## config.mk

```make
export PLATFORM = sky130hd
export DESIGN_NAME = radio_cfg_regs
export DESIGN_NICKNAME = d
export VERILOG_FILES = /design/src/core/radio_cfg_pkg.sv /design/src/core/pin_function_mux.sv /design/src/core/radio_cfg_regs.sv
export SDC_FILE = /design/constraint.sdc
export NUM_CORES = 1
export LEC_CHECK = 0
export BUFFER_PORTS_ARGS = -buffer_cell sky130_fd_sc_hd__buf_2
export CAP_MARGIN = 0
export CORE_AREA = 2 2 195 197
export DETAILED_ROUTE_END_ITERATION = 10
export DIE_AREA = 0 0 197 199
export PLACE_DENSITY = 0.63
export RECOVER_POWER = 100
export SETUP_SLACK_MARGIN = 0.3
export SLEW_MARGIN = 20
export SYNTH_ARGS = -nofsm -noshare
export SYNTH_HDL_FRONTEND = slang
export SYNTH_SLANG_ARGS = --single-unit
```

## constraint.sdc

```tcl
create_clock -name core_clk -period 3.9 [get_ports core_clk]
set_clock_uncertainty 0.05 [all_clocks]
set_input_delay 0.195 -clock core_clk [delete_from_list [all_inputs] [get_ports core_clk]]
set_output_delay 0.195 -clock core_clk [all_outputs]
set_load 0.005 [all_outputs]
```

## src/core/radio_cfg_pkg.sv

```systemverilog
`default_nettype none

package radio_cfg_pkg;

  // register map
  localparam int         REG_COUNT    = 18;
  localparam int         ADDR_BITS    = 5;
  localparam logic [7:0] ADDR_PIN0    = 8'h00;
  localparam logic [7:0] ADDR_PIN1    = 8'h01;
  localparam logic [7:0] ADDR_PIN2    = 8'h02;
  localparam logic [7:0] ADDR_PIN3    = 8'h03;
  localparam logic [7:0] ADDR_SYN_TOP = 8'h05;
  localparam logic [7:0] ADDR_SYN_UPR = 8'h06;
  localparam logic [7:0] ADDR_SYN_LWR = 8'h07;
  localparam logic [7:0] ADDR_SYN_BOT = 8'h08;
  localparam logic [7:0] ADDR_IF_ANA  = 8'h09;
  localparam logic [7:0] ADDR_IF_DIG  = 8'h0a;
  localparam logic [7:0] ADDR_CH_STEP = 8'h0c;
  localparam logic [7:0] ADDR_CH_IDX  = 8'h0d;
  localparam logic [7:0] ADDR_RATE_HI = 8'h0e;
  localparam logic [7:0] ADDR_RATE_LO = 8'h0f;
  localparam logic [7:0] ADDR_MOD     = 8'h10;
  localparam logic [7:0] ADDR_PA_CTRL = 8'h11;
  localparam logic [7:0] ADDR_LAST    = 8'h11;

  // reset values, index 17 first; gaps at 0x04 and 0x0b hold nothing
  localparam logic [REG_COUNT-1:0][7:0] REG_RESET = {
    8'h00, 8'h77, 8'h2b, 8'h83, 8'h00, 8'h3f, 8'h00, 8'hb8, 8'h2a,
    8'h62, 8'h27, 8'h16, 8'h42, 8'h00, 8'ha2, 8'ha2, 8'ha2, 8'h0a};

  // writable bits; reserved and gap bits stay zero
  localparam logic [REG_COUNT-1:0][7:0] REG_MASK = {
    8'h80, 8'hff, 8'hff, 8'hff, 8'hff, 8'hff, 8'h00, 8'hff, 8'hff,
    8'hff, 8'hff, 8'hff, 8'hff, 8'h00, 8'hfb, 8'hfb, 8'hfb, 8'hfb};

  // pin configuration fields
  localparam int         PIN_SEL_HI    = 7;
  localparam int         PIN_SEL_LO    = 3;
  localparam int         PIN_RSVD_BIT  = 2;
  localparam logic [1:0] MODE_INPUT    = 2'h1;
  localparam logic [1:0] MODE_OUT_LOW  = 2'h2;
  localparam logic [1:0] MODE_OUT_HIGH = 2'h3;
  localparam logic [4:0] FUNC_IRQ      = 5'h00;
  localparam logic [4:0] FUNC_POR      = 5'h01;
  localparam logic [4:0] FUNC_VDD      = 5'h13;
  localparam logic [4:0] FUNC_GND      = 5'h14;

  // synthesizer and modulation fields
  localparam int         CP_HI         = 7;
  localparam int         CP_LO         = 5;
  localparam int         BAND_BIT      = 4;
  localparam int         KIND_HI       = 7;
  localparam int         KIND_LO       = 4;
  localparam int         EXP_HI        = 3;
  localparam int         EXP_LO        = 0;
  localparam int         PA_INTERP_BIT = 7;
  localparam logic [3:0] DIV_HIGH_BAND = 4'h4;
  localparam logic [3:0] DIV_MID_BAND  = 4'h8;

  // serial header codes
  localparam logic [7:0] CMD_WRITE = 8'h00;
  localparam logic [7:0] CMD_READ  = 8'h01;

  typedef enum logic [4:0] {
    PH_CMD   = 5'h01,
    PH_ADDR  = 5'h02,
    PH_WDATA = 5'h04,
    PH_RDATA = 5'h08,
    PH_SKIP  = 5'h10
  } spi_state_t;

endpackage

`default_nettype wire

```

## src/core/pin_function_mux.sv

```systemverilog
`timescale 1ns/10ps
`default_nettype none

module pin_function_mux (
  // clock and reset
  input  wire logic        core_clk,
  input  wire logic        rstn,
  input  wire logic        ce,
  // configuration byte
  input  wire logic [7:0]  cfg,
  // internal sources
  input  wire logic        interrupt_request_low,
  input  wire logic        por_low,
  input  wire logic [31:0] internal_signals,
  // pin
  input  wire logic        pin_in,
  output logic             pin_out,
  output logic             pin_oe_n,
  output logic             pin_high_drive,
  output logic             pin_in_level
);

  logic [4:0] sel;
  logic [1:0] mode;
  logic       drive;
  logic       src;
  logic       pin_out_r;
  logic       pin_in_level_r;

  assign sel  = cfg[radio_cfg_pkg::PIN_SEL_HI:radio_cfg_pkg::PIN_SEL_LO];
  assign mode = cfg[1:0];
  // analog mode (00) also leaves the pin undriven
  assign drive = (mode == radio_cfg_pkg::MODE_OUT_LOW) ||
                 (mode == radio_cfg_pkg::MODE_OUT_HIGH);

  always_comb begin
    case (sel)
      radio_cfg_pkg::FUNC_IRQ: src = interrupt_request_low;
      radio_cfg_pkg::FUNC_POR: src = por_low;
      radio_cfg_pkg::FUNC_VDD: src = 1'b1;
      radio_cfg_pkg::FUNC_GND: src = 1'b0;
      default:                 src = internal_signals[sel];
    endcase
  end

  always_ff @(posedge core_clk or negedge rstn) begin
    if (!rstn) begin
      pin_out_r <= 1'b0;
    end else if (ce) begin
      pin_out_r <= drive ? src : 1'b0;
    end
  end

  always_ff @(posedge core_clk or negedge rstn) begin
    if (!rstn) begin
      pin_in_level_r <= 1'b0;
    end else if (ce) begin
      pin_in_level_r <= (mode == radio_cfg_pkg::MODE_INPUT) ? pin_in : 1'b0;
    end
  end

  assign pin_out        = pin_out_r;
  assign pin_oe_n       = !drive;
  assign pin_high_drive = (mode == radio_cfg_pkg::MODE_OUT_HIGH);
  assign pin_in_level   = pin_in_level_r;

  a_gnd_func_low: assert property (@(posedge core_clk) disable iff (!rstn)
    (ce && drive && sel == radio_cfg_pkg::FUNC_GND) |=> !pin_out)
    else $error("ground function pin not low");

  a_por_func_route: assert property (@(posedge core_clk) disable iff (!rstn)
    (ce && drive && sel == radio_cfg_pkg::FUNC_POR) |=> pin_out == $past(por_low))
    else $error("power-on reset not routed to pin");

  a_input_mode_float: assert property (@(posedge core_clk) disable iff (!rstn)
    (mode == radio_cfg_pkg::MODE_INPUT) |-> (pin_oe_n && !pin_high_drive))
    else $error("input pin is driven");

endmodule

`default_nettype wire

```

## src/core/radio_cfg_regs.sv

```systemverilog
`timescale 1ns/10ps
`default_nettype none

module radio_cfg_regs #(
  parameter int PIN_COUNT = 4
) (
  // clock and reset
  input  wire logic                 core_clk,
  input  wire logic                 rstn,
  input  wire logic                 ce,
  // serial register port, mode 0, msb first
  input  wire logic                 chip_select_low,
  input  wire logic                 sclk,
  input  wire logic                 mosi,
  output logic                      miso,
  output logic                      miso_oe_n,
  // internal pin sources
  input  wire logic                 interrupt_request_low,
  input  wire logic                 por_low,
  input  wire logic [31:0]          internal_signals,
  // pins
  input  wire logic [PIN_COUNT-1:0] pin_in,
  output logic      [PIN_COUNT-1:0] pin_out,
  output logic      [PIN_COUNT-1:0] pin_oe_n,
  output logic      [PIN_COUNT-1:0] pin_high_drive,
  output logic      [PIN_COUNT-1:0] pin_in_level,
  // synthesizer settings
  output logic      [2:0]           charge_pump_current_code,
  output logic                      synth_band_divide_select,
  output logic      [3:0]           out_of_loop_divide,
  output logic      [27:0]          pll_divider_word,
  output logic      [7:0]           analog_intermediate_freq,
  output logic      [7:0]           digital_intermediate_freq,
  // channel settings
  output logic      [7:0]           channel_step,
  output logic      [7:0]           channel_index,
  output logic      [15:0]          channel_offset,
  // modulation settings
  output logic      [15:0]          rate_mantissa,
  output logic      [3:0]           rate_exponent,
  output logic      [3:0]           modulation_kind,
  output logic                      power_amp_interpolator_on
);

  localparam int RC = radio_cfg_pkg::REG_COUNT;
  localparam int AB = radio_cfg_pkg::ADDR_BITS;

  logic [RC-1:0][7:0]        regs_r;
  radio_cfg_pkg::spi_state_t state_r;
  logic                      sclk_q_r;
  logic [2:0]                bit_cnt_r;
  logic [7:0]                rx_shift_r;
  logic [7:0]                tx_shift_r;
  logic [7:0]                addr_r;
  logic [15:0]               channel_offset_r;
  logic                      sclk_rise;
  logic                      sclk_fall;
  logic                      byte_done;
  logic [7:0]                rx_byte;
  logic [7:0]                addr_nxt;
  logic                      wr_en;
  logic                      rd_mode_r;

  function automatic logic [7:0] read_reg(input logic [RC-1:0][7:0] bank,
                                          input logic [7:0]         a);
    if (a <= radio_cfg_pkg::ADDR_LAST) begin
      read_reg = bank[a[AB-1:0]];
    end else begin
      read_reg = 8'h00;
    end
  endfunction

  // edge detect on the serial clock; pins are already in the core clock domain
  assign sclk_rise = !chip_select_low && sclk && !sclk_q_r;
  assign sclk_fall = !chip_select_low && !sclk && sclk_q_r;
  assign byte_done = sclk_rise && (bit_cnt_r == 3'h7);
  assign rx_byte   = {rx_shift_r[6:0], mosi};
  assign addr_nxt  = addr_r + 8'h01;
  // writes past the last register are dropped, gaps keep a zero mask
  assign wr_en     = ce && byte_done && (state_r == radio_cfg_pkg::PH_WDATA) &&
                     (addr_r <= radio_cfg_pkg::ADDR_LAST);

  always_ff @(posedge core_clk or negedge rstn) begin
    if (!rstn) begin
      sclk_q_r <= 1'b0;
    end else if (ce) begin
      sclk_q_r <= sclk;
    end
  end

  always_ff @(posedge core_clk or negedge rstn) begin
    if (!rstn) begin
      bit_cnt_r <= 3'h0;
    end else if (ce) begin
      if (chip_select_low) begin
        bit_cnt_r <= 3'h0;
      end else if (sclk_rise) begin
        bit_cnt_r <= bit_cnt_r + 3'h1;
      end
    end
  end

  always_ff @(posedge core_clk or negedge rstn) begin
    if (!rstn) begin
      rx_shift_r <= 8'h00;
    end else if (ce && sclk_rise) begin
      rx_shift_r <= rx_byte;
    end
  end

  // header byte, address byte, then data bytes until chip select rises
  always_ff @(posedge core_clk or negedge rstn) begin
    if (!rstn) begin
      state_r <= radio_cfg_pkg::PH_CMD;
    end else if (ce) begin
      if (chip_select_low) begin
        state_r <= radio_cfg_pkg::PH_CMD;
      end else if (byte_done) begin
        case (state_r)
          radio_cfg_pkg::PH_CMD: begin
            if (rx_byte == radio_cfg_pkg::CMD_WRITE || rx_byte == radio_cfg_pkg::CMD_READ) begin
              state_r <= radio_cfg_pkg::PH_ADDR;
            end else begin
              state_r <= radio_cfg_pkg::PH_SKIP;
            end
          end
          radio_cfg_pkg::PH_ADDR: begin
            state_r <= rd_mode_r ? radio_cfg_pkg::PH_RDATA : radio_cfg_pkg::PH_WDATA;
          end
          radio_cfg_pkg::PH_WDATA: state_r <= radio_cfg_pkg::PH_WDATA;
          radio_cfg_pkg::PH_RDATA: state_r <= radio_cfg_pkg::PH_RDATA;
          radio_cfg_pkg::PH_SKIP:  state_r <= radio_cfg_pkg::PH_SKIP;
          default:                 state_r <= radio_cfg_pkg::PH_CMD;
        endcase
      end
    end
  end

  // header kind is kept for the whole frame, data bytes never reload it

  always_ff @(posedge core_clk or negedge rstn) begin
    if (!rstn) begin
      rd_mode_r <= 1'b0;
    end else if (ce && byte_done && state_r == radio_cfg_pkg::PH_CMD) begin
      rd_mode_r <= (rx_byte == radio_cfg_pkg::CMD_READ);
    end
  end

  // address loads from the address byte, then steps after every data byte
  always_ff @(posedge core_clk or negedge rstn) begin
    if (!rstn) begin
      addr_r <= 8'h00;
    end else if (ce && byte_done) begin
      if (state_r == radio_cfg_pkg::PH_ADDR) begin
        addr_r <= rx_byte;
      end else if (state_r == radio_cfg_pkg::PH_WDATA || state_r == radio_cfg_pkg::PH_RDATA) begin
        addr_r <= addr_nxt;
      end
    end
  end

  // read byte is fetched at the end of the previous byte, so the msb is ready
  // before the first rising edge; shifting skips the fall that follows a fetch
  always_ff @(posedge core_clk or negedge rstn) begin
    if (!rstn) begin
      tx_shift_r <= 8'h00;
    end else if (ce) begin
      if (chip_select_low) begin
        tx_shift_r <= 8'h00;
      end else if (byte_done && state_r == radio_cfg_pkg::PH_ADDR && rd_mode_r) begin
        tx_shift_r <= read_reg(regs_r, rx_byte);
      end else if (byte_done && state_r == radio_cfg_pkg::PH_RDATA) begin
        tx_shift_r <= read_reg(regs_r, addr_nxt);
      end else if (sclk_fall && bit_cnt_r != 3'h0) begin
        tx_shift_r <= {tx_shift_r[6:0], 1'b0};
      end
    end
  end

  assign miso      = tx_shift_r[7];
  assign miso_oe_n = chip_select_low;

  // register bank; reset loads the defaults, writes pass through the mask
  always_ff @(posedge core_clk or negedge rstn) begin
    if (!rstn) begin
      regs_r <= radio_cfg_pkg::REG_RESET;
    end else if (wr_en) begin
      regs_r[addr_r[AB-1:0]] <= rx_byte & radio_cfg_pkg::REG_MASK[addr_r[AB-1:0]];
    end
  end

  // product is registered; it lags a channel write by one cycle
  always_ff @(posedge core_clk or negedge rstn) begin
    if (!rstn) begin
      channel_offset_r <= 16'h0000;
    end else if (ce) begin
      channel_offset_r <= {8'h00, channel_index} * {8'h00, channel_step};
    end
  end

  assign charge_pump_current_code =
    regs_r[radio_cfg_pkg::ADDR_SYN_TOP][radio_cfg_pkg::CP_HI:radio_cfg_pkg::CP_LO];
  assign synth_band_divide_select =
    regs_r[radio_cfg_pkg::ADDR_SYN_TOP][radio_cfg_pkg::BAND_BIT];
  assign out_of_loop_divide = synth_band_divide_select ? radio_cfg_pkg::DIV_MID_BAND :
                                                         radio_cfg_pkg::DIV_HIGH_BAND;
  assign pll_divider_word = {regs_r[radio_cfg_pkg::ADDR_SYN_TOP][3:0],
                             regs_r[radio_cfg_pkg::ADDR_SYN_UPR],
                             regs_r[radio_cfg_pkg::ADDR_SYN_LWR],
                             regs_r[radio_cfg_pkg::ADDR_SYN_BOT]};
  assign analog_intermediate_freq  = regs_r[radio_cfg_pkg::ADDR_IF_ANA];
  assign digital_intermediate_freq = regs_r[radio_cfg_pkg::ADDR_IF_DIG];
  assign channel_step   = regs_r[radio_cfg_pkg::ADDR_CH_STEP];
  assign channel_index  = regs_r[radio_cfg_pkg::ADDR_CH_IDX];
  assign channel_offset = channel_offset_r;
  assign rate_mantissa  = {regs_r[radio_cfg_pkg::ADDR_RATE_HI],
                           regs_r[radio_cfg_pkg::ADDR_RATE_LO]};
  assign modulation_kind =
    regs_r[radio_cfg_pkg::ADDR_MOD][radio_cfg_pkg::KIND_HI:radio_cfg_pkg::KIND_LO];
  assign rate_exponent =
    regs_r[radio_cfg_pkg::ADDR_MOD][radio_cfg_pkg::EXP_HI:radio_cfg_pkg::EXP_LO];
  assign power_amp_interpolator_on =
    regs_r[radio_cfg_pkg::ADDR_PA_CTRL][radio_cfg_pkg::PA_INTERP_BIT];

  genvar g;
  generate
    for (g = 0; g < PIN_COUNT; g++) begin : g_pin
      pin_function_mux u_pin (
        .core_clk              (core_clk),
        .rstn                  (rstn),
        .ce                    (ce),
        .cfg                   (regs_r[g]),
        .interrupt_request_low (interrupt_request_low),
        .por_low               (por_low),
        .internal_signals      (internal_signals),
        .pin_in                (pin_in[g]),
        .pin_out               (pin_out[g]),
        .pin_oe_n              (pin_oe_n[g]),
        .pin_high_drive        (pin_high_drive[g]),
        .pin_in_level          (pin_in_level[g])
      );
    end
  endgenerate

  a_reset_pin_defaults: assert property (@(posedge core_clk)
    $rose(rstn) |-> (regs_r[0] == 8'h0a && regs_r[1] == 8'ha2 &&
                     regs_r[2] == 8'ha2 && regs_r[3] == 8'ha2))
    else $error("pin configuration defaults wrong after reset");

  a_reset_synth_defaults: assert property (@(posedge core_clk)
    $rose(rstn) |-> (analog_intermediate_freq == 8'h2a && digital_intermediate_freq == 8'hb8 &&
                     channel_step == 8'h3f && channel_index == 8'h00 &&
                     regs_r[radio_cfg_pkg::ADDR_MOD] == 8'h77))
    else $error("synthesizer or modulation defaults wrong after reset");

  a_write_readback: assert property (@(posedge core_clk) disable iff (!rstn)
    wr_en |=> regs_r[$past(addr_r[AB-1:0])] ==
              ($past(rx_byte) & radio_cfg_pkg::REG_MASK[$past(addr_r[AB-1:0])]))
    else $error("written byte not stored");

  a_reserved_zero: assert property (@(posedge core_clk) disable iff (!rstn)
    (regs_r[0][2] == 1'b0 && regs_r[4] == 8'h00 && regs_r[11] == 8'h00 &&
     regs_r[radio_cfg_pkg::ADDR_PA_CTRL][6:0] == 7'h00))
    else $error("reserved bits not zero");

  a_burst_increment: assert property (@(posedge core_clk) disable iff (!rstn)
    (ce && byte_done && (state_r == radio_cfg_pkg::PH_WDATA ||
                         state_r == radio_cfg_pkg::PH_RDATA)) |=> addr_r == $past(addr_nxt))
    else $error("burst address did not step");

  a_read_fetch: assert property (@(posedge core_clk) disable iff (!rstn)
    (ce && byte_done && state_r == radio_cfg_pkg::PH_RDATA) |=>
      tx_shift_r == read_reg($past(regs_r), $past(addr_nxt)))
    else $error("burst read fetched wrong byte");

  a_channel_product: assert property (@(posedge core_clk) disable iff (!rstn)
    ce |=> channel_offset == ({8'h00, $past(channel_index)} * {8'h00, $past(channel_step)}))
    else $error("carrier offset is not index times step");

  a_band_divide: assert property (@(posedge core_clk) disable iff (!rstn)
    out_of_loop_divide == (regs_r[radio_cfg_pkg::ADDR_SYN_TOP][4] ? 4'h8 : 4'h4))
    else $error("band divide factor wrong");

  a_idle_header: assert property (@(posedge core_clk) disable iff (!rstn)
    (ce && chip_select_low) |=> (state_r == radio_cfg_pkg::PH_CMD && bit_cnt_r == 3'h0))
    else $error("serial framing not reset while deselected");

endmodule

`default_nettype wire

```

# After elaboration in Yosys (flattened, before gate mapping)
# Memories as Yosys holds them, arrays and structs flattened.
# Cells that the tools add are included.
# word_totals
output_inout_bits	127
input_bits	44
wordCells	167
mem_bits_ro	256
ff_bits	201
n_memories	1
# memory_table
memory	words	word_bits	rd	rd_ports_with_merged_regs	wr	line_no	text
(no name shown)	32	8	1	0	0	radio_cfg_regs.sv:188	regs_r[addr_r[AB-1:0]] <= rx_byte & radio_cfg_pkg::REG_MASK[addr_r[AB-1:0]];
# op_classes
order_cmp	11
bitwise_logic	1
mux	44
addsub	2
eq_ne	31
n_mul	1
reduce_logical	42
# ops
op	count
bitwise mux 144 bit	1
2-to-1 mux 8 bit	12
binary-select mux 8 bit (select 5 bit)	2
== test 5 bit, second input constant	9
less-than comparator 5 x 6 -> 1 bit, second input constant	7
demux 8 bit (select 5 bit)	1
== test 5 x 1 -> 1 bit, second input constant	5
case mux 5 bit (5 select lines)	1
less-or-equal comparator 8 x 5 -> 1 bit, second input constant	3
binary-select mux 1 bit (select 5 bit)	4
zero test 5 bit	4
== test 2 bit, second input constant	8
multiplier 8 x 8 -> 16 bit	1
case mux 1 bit (4 select lines)	4
logical AND 1 bit	15
2-to-1 mux 5 bit	3
2-to-1 mux 1 bit	12
adder 8 x 1 -> 8 bit, second input constant	1
AND 8 bit	1
== test 2 x 1 -> 1 bit, second input constant	4
== test 8 x 1 -> 1 bit, second input constant	1
zero test 8 bit	1
2-to-1 mux 4 bit	2
AND reduction 2 bit	4
12 further kinds	26

# Longest topological paths before layout
# depth
depth_word	8
depth_mapped	17
ltp_nobuf	16

# Modules after synthesis
# From an unflattened synthesis, not the netlist that was laid out.
# hier_totals
cells_unflattened	1618
hier_area_um2	15402.3
# modules_own_cells
mod	cells_per_inst	instances	seq_area_each_um2	area_per_inst_um2
radio_cfg_regs	1366	1	4892.2	13370.3
pin_function_mux	63	4	50.0	508.0

# Worst setup path before layout
# Ideal clock, no wire load.
# synth_timing
kind	reg-to-reg
start	register regs_r (netlist bit channel_step[2])
end	register channel_offset_r[12], in the netlist channel_offset[12]
setup_time_ps	125
path_buffers	1
required_ps	3725
slack_ps	-341
arrival_ps	4066
stages_incl_launch_ff	16
path_cell_list	dfstp_2 -> clkbuf_1 -> nand2_1 -> fa_1 -> fa_1 -> inv_1 -> fa_1 -> inv_1 -> fa_1 -> inv_1 -> ha_1 -> o21ai_0 -> nor2_1 -> a21oi_1 -> xnor2_1 -> mux2_2
# synth_via
elab_chain_len	1
# synth_rtl
item	line_no	text
from (decl)	radio_cfg_regs.sv:48	logic [RC-1:0][7:0] regs_r;
from (signal assigned)	radio_cfg_regs.sv:186	regs_r <= radio_cfg_pkg::REG_RESET;
from (signal, indexed assignment)	radio_cfg_regs.sv:188	
multiplier 8 x 8 -> 16 bit	radio_cfg_regs.sv:197	channel_offset_r <= {8'h00, channel_index} * {8'h00, channel_step};
to (signal assigned)	radio_cfg_regs.sv:197	
to (decl)	radio_cfg_regs.sv:55	logic [15:0] channel_offset_r;
# Every way passes these cells.
# A chain may end at the register's enable or synchronous reset.

# Final worst setup path
# layout_timing
start	register regs_r (netlist bit channel_index[3])
end	register channel_offset_r[13], in the netlist channel_offset[13]
# Same word-level chain as after synthesis.

==> results.yml <==
placed_design:
  io_buffers: 166
  routabilityCongestion: 0.963
  place_area_um2: 15800
  dp_hpwl_mm: 32.9
clock_network:
  worstSkewPairLatency_ns: 0.55
  cts_tree: "built"
  h-tree-depth: 1
  clk_pin_slew_ns: 0.06
  root_buffer: "clkbuf_16"
  cts_buffers: 24
  clockBufferDepth: 3
  cts.sinks: 201
timing:
  fin_crit_ns: 4.00
  finalHoldViolCount: 0
  rsz0062_at_grt: "yes"
  slew_headroom: -1.06
  max_freq_mhz: 250
  slew_viol_final: 117
  setup_viol_count_final: 6
  finalCritPeriodShare: 1.03
  setup_tns_ns: -0.333
  worst_pin_slew_ns: 3.09
  setup_slack_ns: -0.105
logic_synthesis:
  ys_warn_count: 0
  synthTopCellsByArea: "dfrtp_1, mux4_2, dfstp_2, nand2_1, buf_4"
  ys_seq_area_frac: 0.338
  yosys-top-cells-count: "nand2_1, dfrtp_1, o21ai_0"
  synth_cells: 1547
  synth_flop_cell: "dfrtp_1"
  yosys.area.top_type_share: 0.251
  synth_area_leader_cell: "dfrtp_1"
  synth_cell_types: 77
  synth-seq-cells: 201
  synthesis.area_um2: 15100
  synth_edf_count: 0
  syn_avg_cell_area_um2: 9.74
  async_flop_share: 1.00
  yosysMostFrequentCell: "nand2_1"
global_route:
  grt_start_max_net_pins: 117
  antenna_found_initial: 0
  grt_first_pass_wirelength_mm: 69.7
  grtUsageTotal: 0.230
  grt-ovfl-total: 0
  grt_pass1_vias: 11700
final_layout:
  layout.nets: 1719
  syn_to_final_growth_pct: 11.7
  diodes: 0
  post_route_cells_drive_above_1_share: 0.283
  utilization: 0.453
  final_area_um2: 16800
drt:
  avgViaCountPerCell: 5.69
  final_antenna_net_count: 0
  wl_per_cell_um: 21.5
  drt-total-wl_mm: 44.7
  drt_pass1_iterations: 7
  drt_iter0_drc: 798
  route.detailed.drc: 0
  vias: 11900
critical_path:
  slowest_delay_ns: 0.53
  cpMostUsedCell: "fa_1"
  cp-end-kind: "flip-flop"
  cp_data_required_time_ns: 4.31
  crit_fanout: 7
  path_cells: "and2_1 -> fa_2 -> fa_1 -> inv_1 -> fa_1 -> fa_1 -> inv_2 -> ha_4 -> o21a_1 -> buf_4 -> o21ai_4 -> a211o_1 -> a211o_1 -> nand3_1"
  worst_setup_path_start_kind: "flip-flop"
  arrival_ns: 4.41
  cp_slowest_cell: "fa_1"
  crit_type: "reg -> reg"
floorplanning:
  io_pins: 171
  row_count: 71
  initial_core_util: 0.406
  die_h_um: 199
  die-area_um2: 39200
  fp.dieW_um: 197
  coreArea_um2: 37100
power_and_ir_drop:
  seqPwrFrac: 0.422
  irDropWorstVdd_uv: 320
  clock_power_share: 0.436
  power_density_nw_per_um2: 315
  combinationalPowerShare: 0.142
  p_int_mw: 3.74
  power.switching_mw: 1.56
  leakage_nw: 7.20
  sw_frac_of_total: 0.295
run_status:
  violations: "capacitance limit, slew limit, setup timing"
  status: "finished, violations left"
job:
  cap_violations: 1
worst_hold_path:
  hp-class: "in -> reg"
==> layer usage <==
metal  share of wire  wire length [µm]  vias up  global-route usage
met3           0.080              3560       70              0.0492
met4           0.030              1360        0              0.0666
met1            0.43             19300     5914               0.315
li1                -                 -     5434                   -
met2            0.46             20500      456               0.369
met5               0                 0        -                   0
==> per-stage QoR <==
step	power [mW]	setup WS [ns]	hold WS, ns	instances
6_report	5.30	-0.105	0.133	2085
5_1_grt	5.49	-0.244	0.148	2085
4_1_cts	5.33	-0.0712	0.117	2080
3_5_place_dp	3.00	-0.108	0.349	2029
3_3_place_gp	2.99	-0.0881	0.345	2029
2_1_floorplan	2.69	-0.000909	-0.151	1548
==> critical path: cells and delay by family (launching register included) <==
| family | cells | cell delay [ns] |
|---|---|---|
| AND/OR/NAND/NOR | 2 | 0.27 |
| adder cells (fa/ha/maj) | 5 | 2.16 |
| flip-flops | 1 | 0.45 |
| buffers and inverters | 3 | 0.23 |
| AO/OA/AOI/OAI | 4 | 0.77 |
==> worst paths after layout <==
kind	startpoint	to	slack [ns]	depth (start not counted)
max	channel_index[3]	channel_offset[13]	-0.10	14
min	ce	state_r[0]	0.13	4
max reg2reg	channel_index[3]	channel_offset[13]	-0.10	14
min reg2reg	pll_divider_word[6]	pll_divider_word[6]	0.43	2
max in group asynchronous	rstn	addr_r[0]	0.63	2
min in group asynchronous	rstn	channel_offset[7]	1.10	2
==> state kept, by name, summed over array words and instances (netlist names), 8 cells and up <==
| name | count |
|---|---|
| rate_mantissa | 16 |
| tx_shift_r | 8 |
| channel_index | 8 |
| channel_step | 8 |
| addr_r | 8 |
| analog_intermediate_freq | 8 |
| pll_divider_word | 28 |
| digital_intermediate_freq | 8 |
| regs_r | 55 |
| channel_offset | 16 |
==> timing repair <==
action                                  4_1_cts  5_1_grt
pin swaps                                    14       25
hold endpoints to repair                     93        0
gates resized for setup                      21       31
buffers inserted                              1        5
hold buffers                                  7        0
endpoints found under the setup margin       10       10
==> logic make-up (layout without fill, tap and decap cells) <==
kind of cell | after synthesis | count (layout) | synth area share
buffers and inverters | 302 | 365 | 0.108
flip-flops | 201 | 201 | 0.338
AND/OR/NAND/NOR | 454 | 454 | 0.155
other | 1 | 2 | 0.000249
adder cells (fa/ha/maj) | 81 | 81 | 0.0852
XOR/XNOR | 10 | 10 | 0.00581
AO/OA/AOI/OAI | 342 | 342 | 0.134
multiplexers | 156 | 156 | 0.174
==> power groups by stage <==
| stage | Sequential, mW | Clock (mW) | Combinational, mW |
|---|---|---|---|
| 2_1_floorplan | 2.17 | 0 | 0.520 |
| 3_3_place_gp | 2.26 | 0 | 0.728 |
| 3_5_place_dp | 2.27 | 0 | 0.735 |
| 4_1_cts | 2.23 | 2.35 | 0.742 |
| 5_1_grt | 2.24 | 2.44 | 0.808 |
| 6_report | 2.24 | 2.31 | 0.755 |
==> cell usage in the layout, fill, tap and decap left out, types with 8 or more instances in the layout <==
cell / instances
nand3_4: 10
dfstp_2: 45
nand2_1: 237
mux2_2: 25
ha_4: 8
o21ai_0: 109
nor3_1: 17
nand3_1: 18
clkbuf_16: 24
buf_4: 61
ha_1: 37
fa_1: 33
o22ai_1: 12
nor2b_1: 17
mux4_2: 82
dfrtp_1: 147
nand2b_1: 12
o21ai_1: 67
mux2i_1: 47
and2_1: 47
clkbuf_1: 52
nor2_1: 27
inv_2: 9
buf_2: 118
inv_1: 73
a21oi_1: 60
==> layout make-up <==
class	count	area (µm²)
clock buffers	34	688
clock inverters	9	124
fillers	3606	20300
inverters	82	308
multi-input cells	1045	8630
flip-flops and latches	201	5100
well taps	474	593
repair buffers	240	1380
Note: power is estimated with default switching activity, not from simulation.
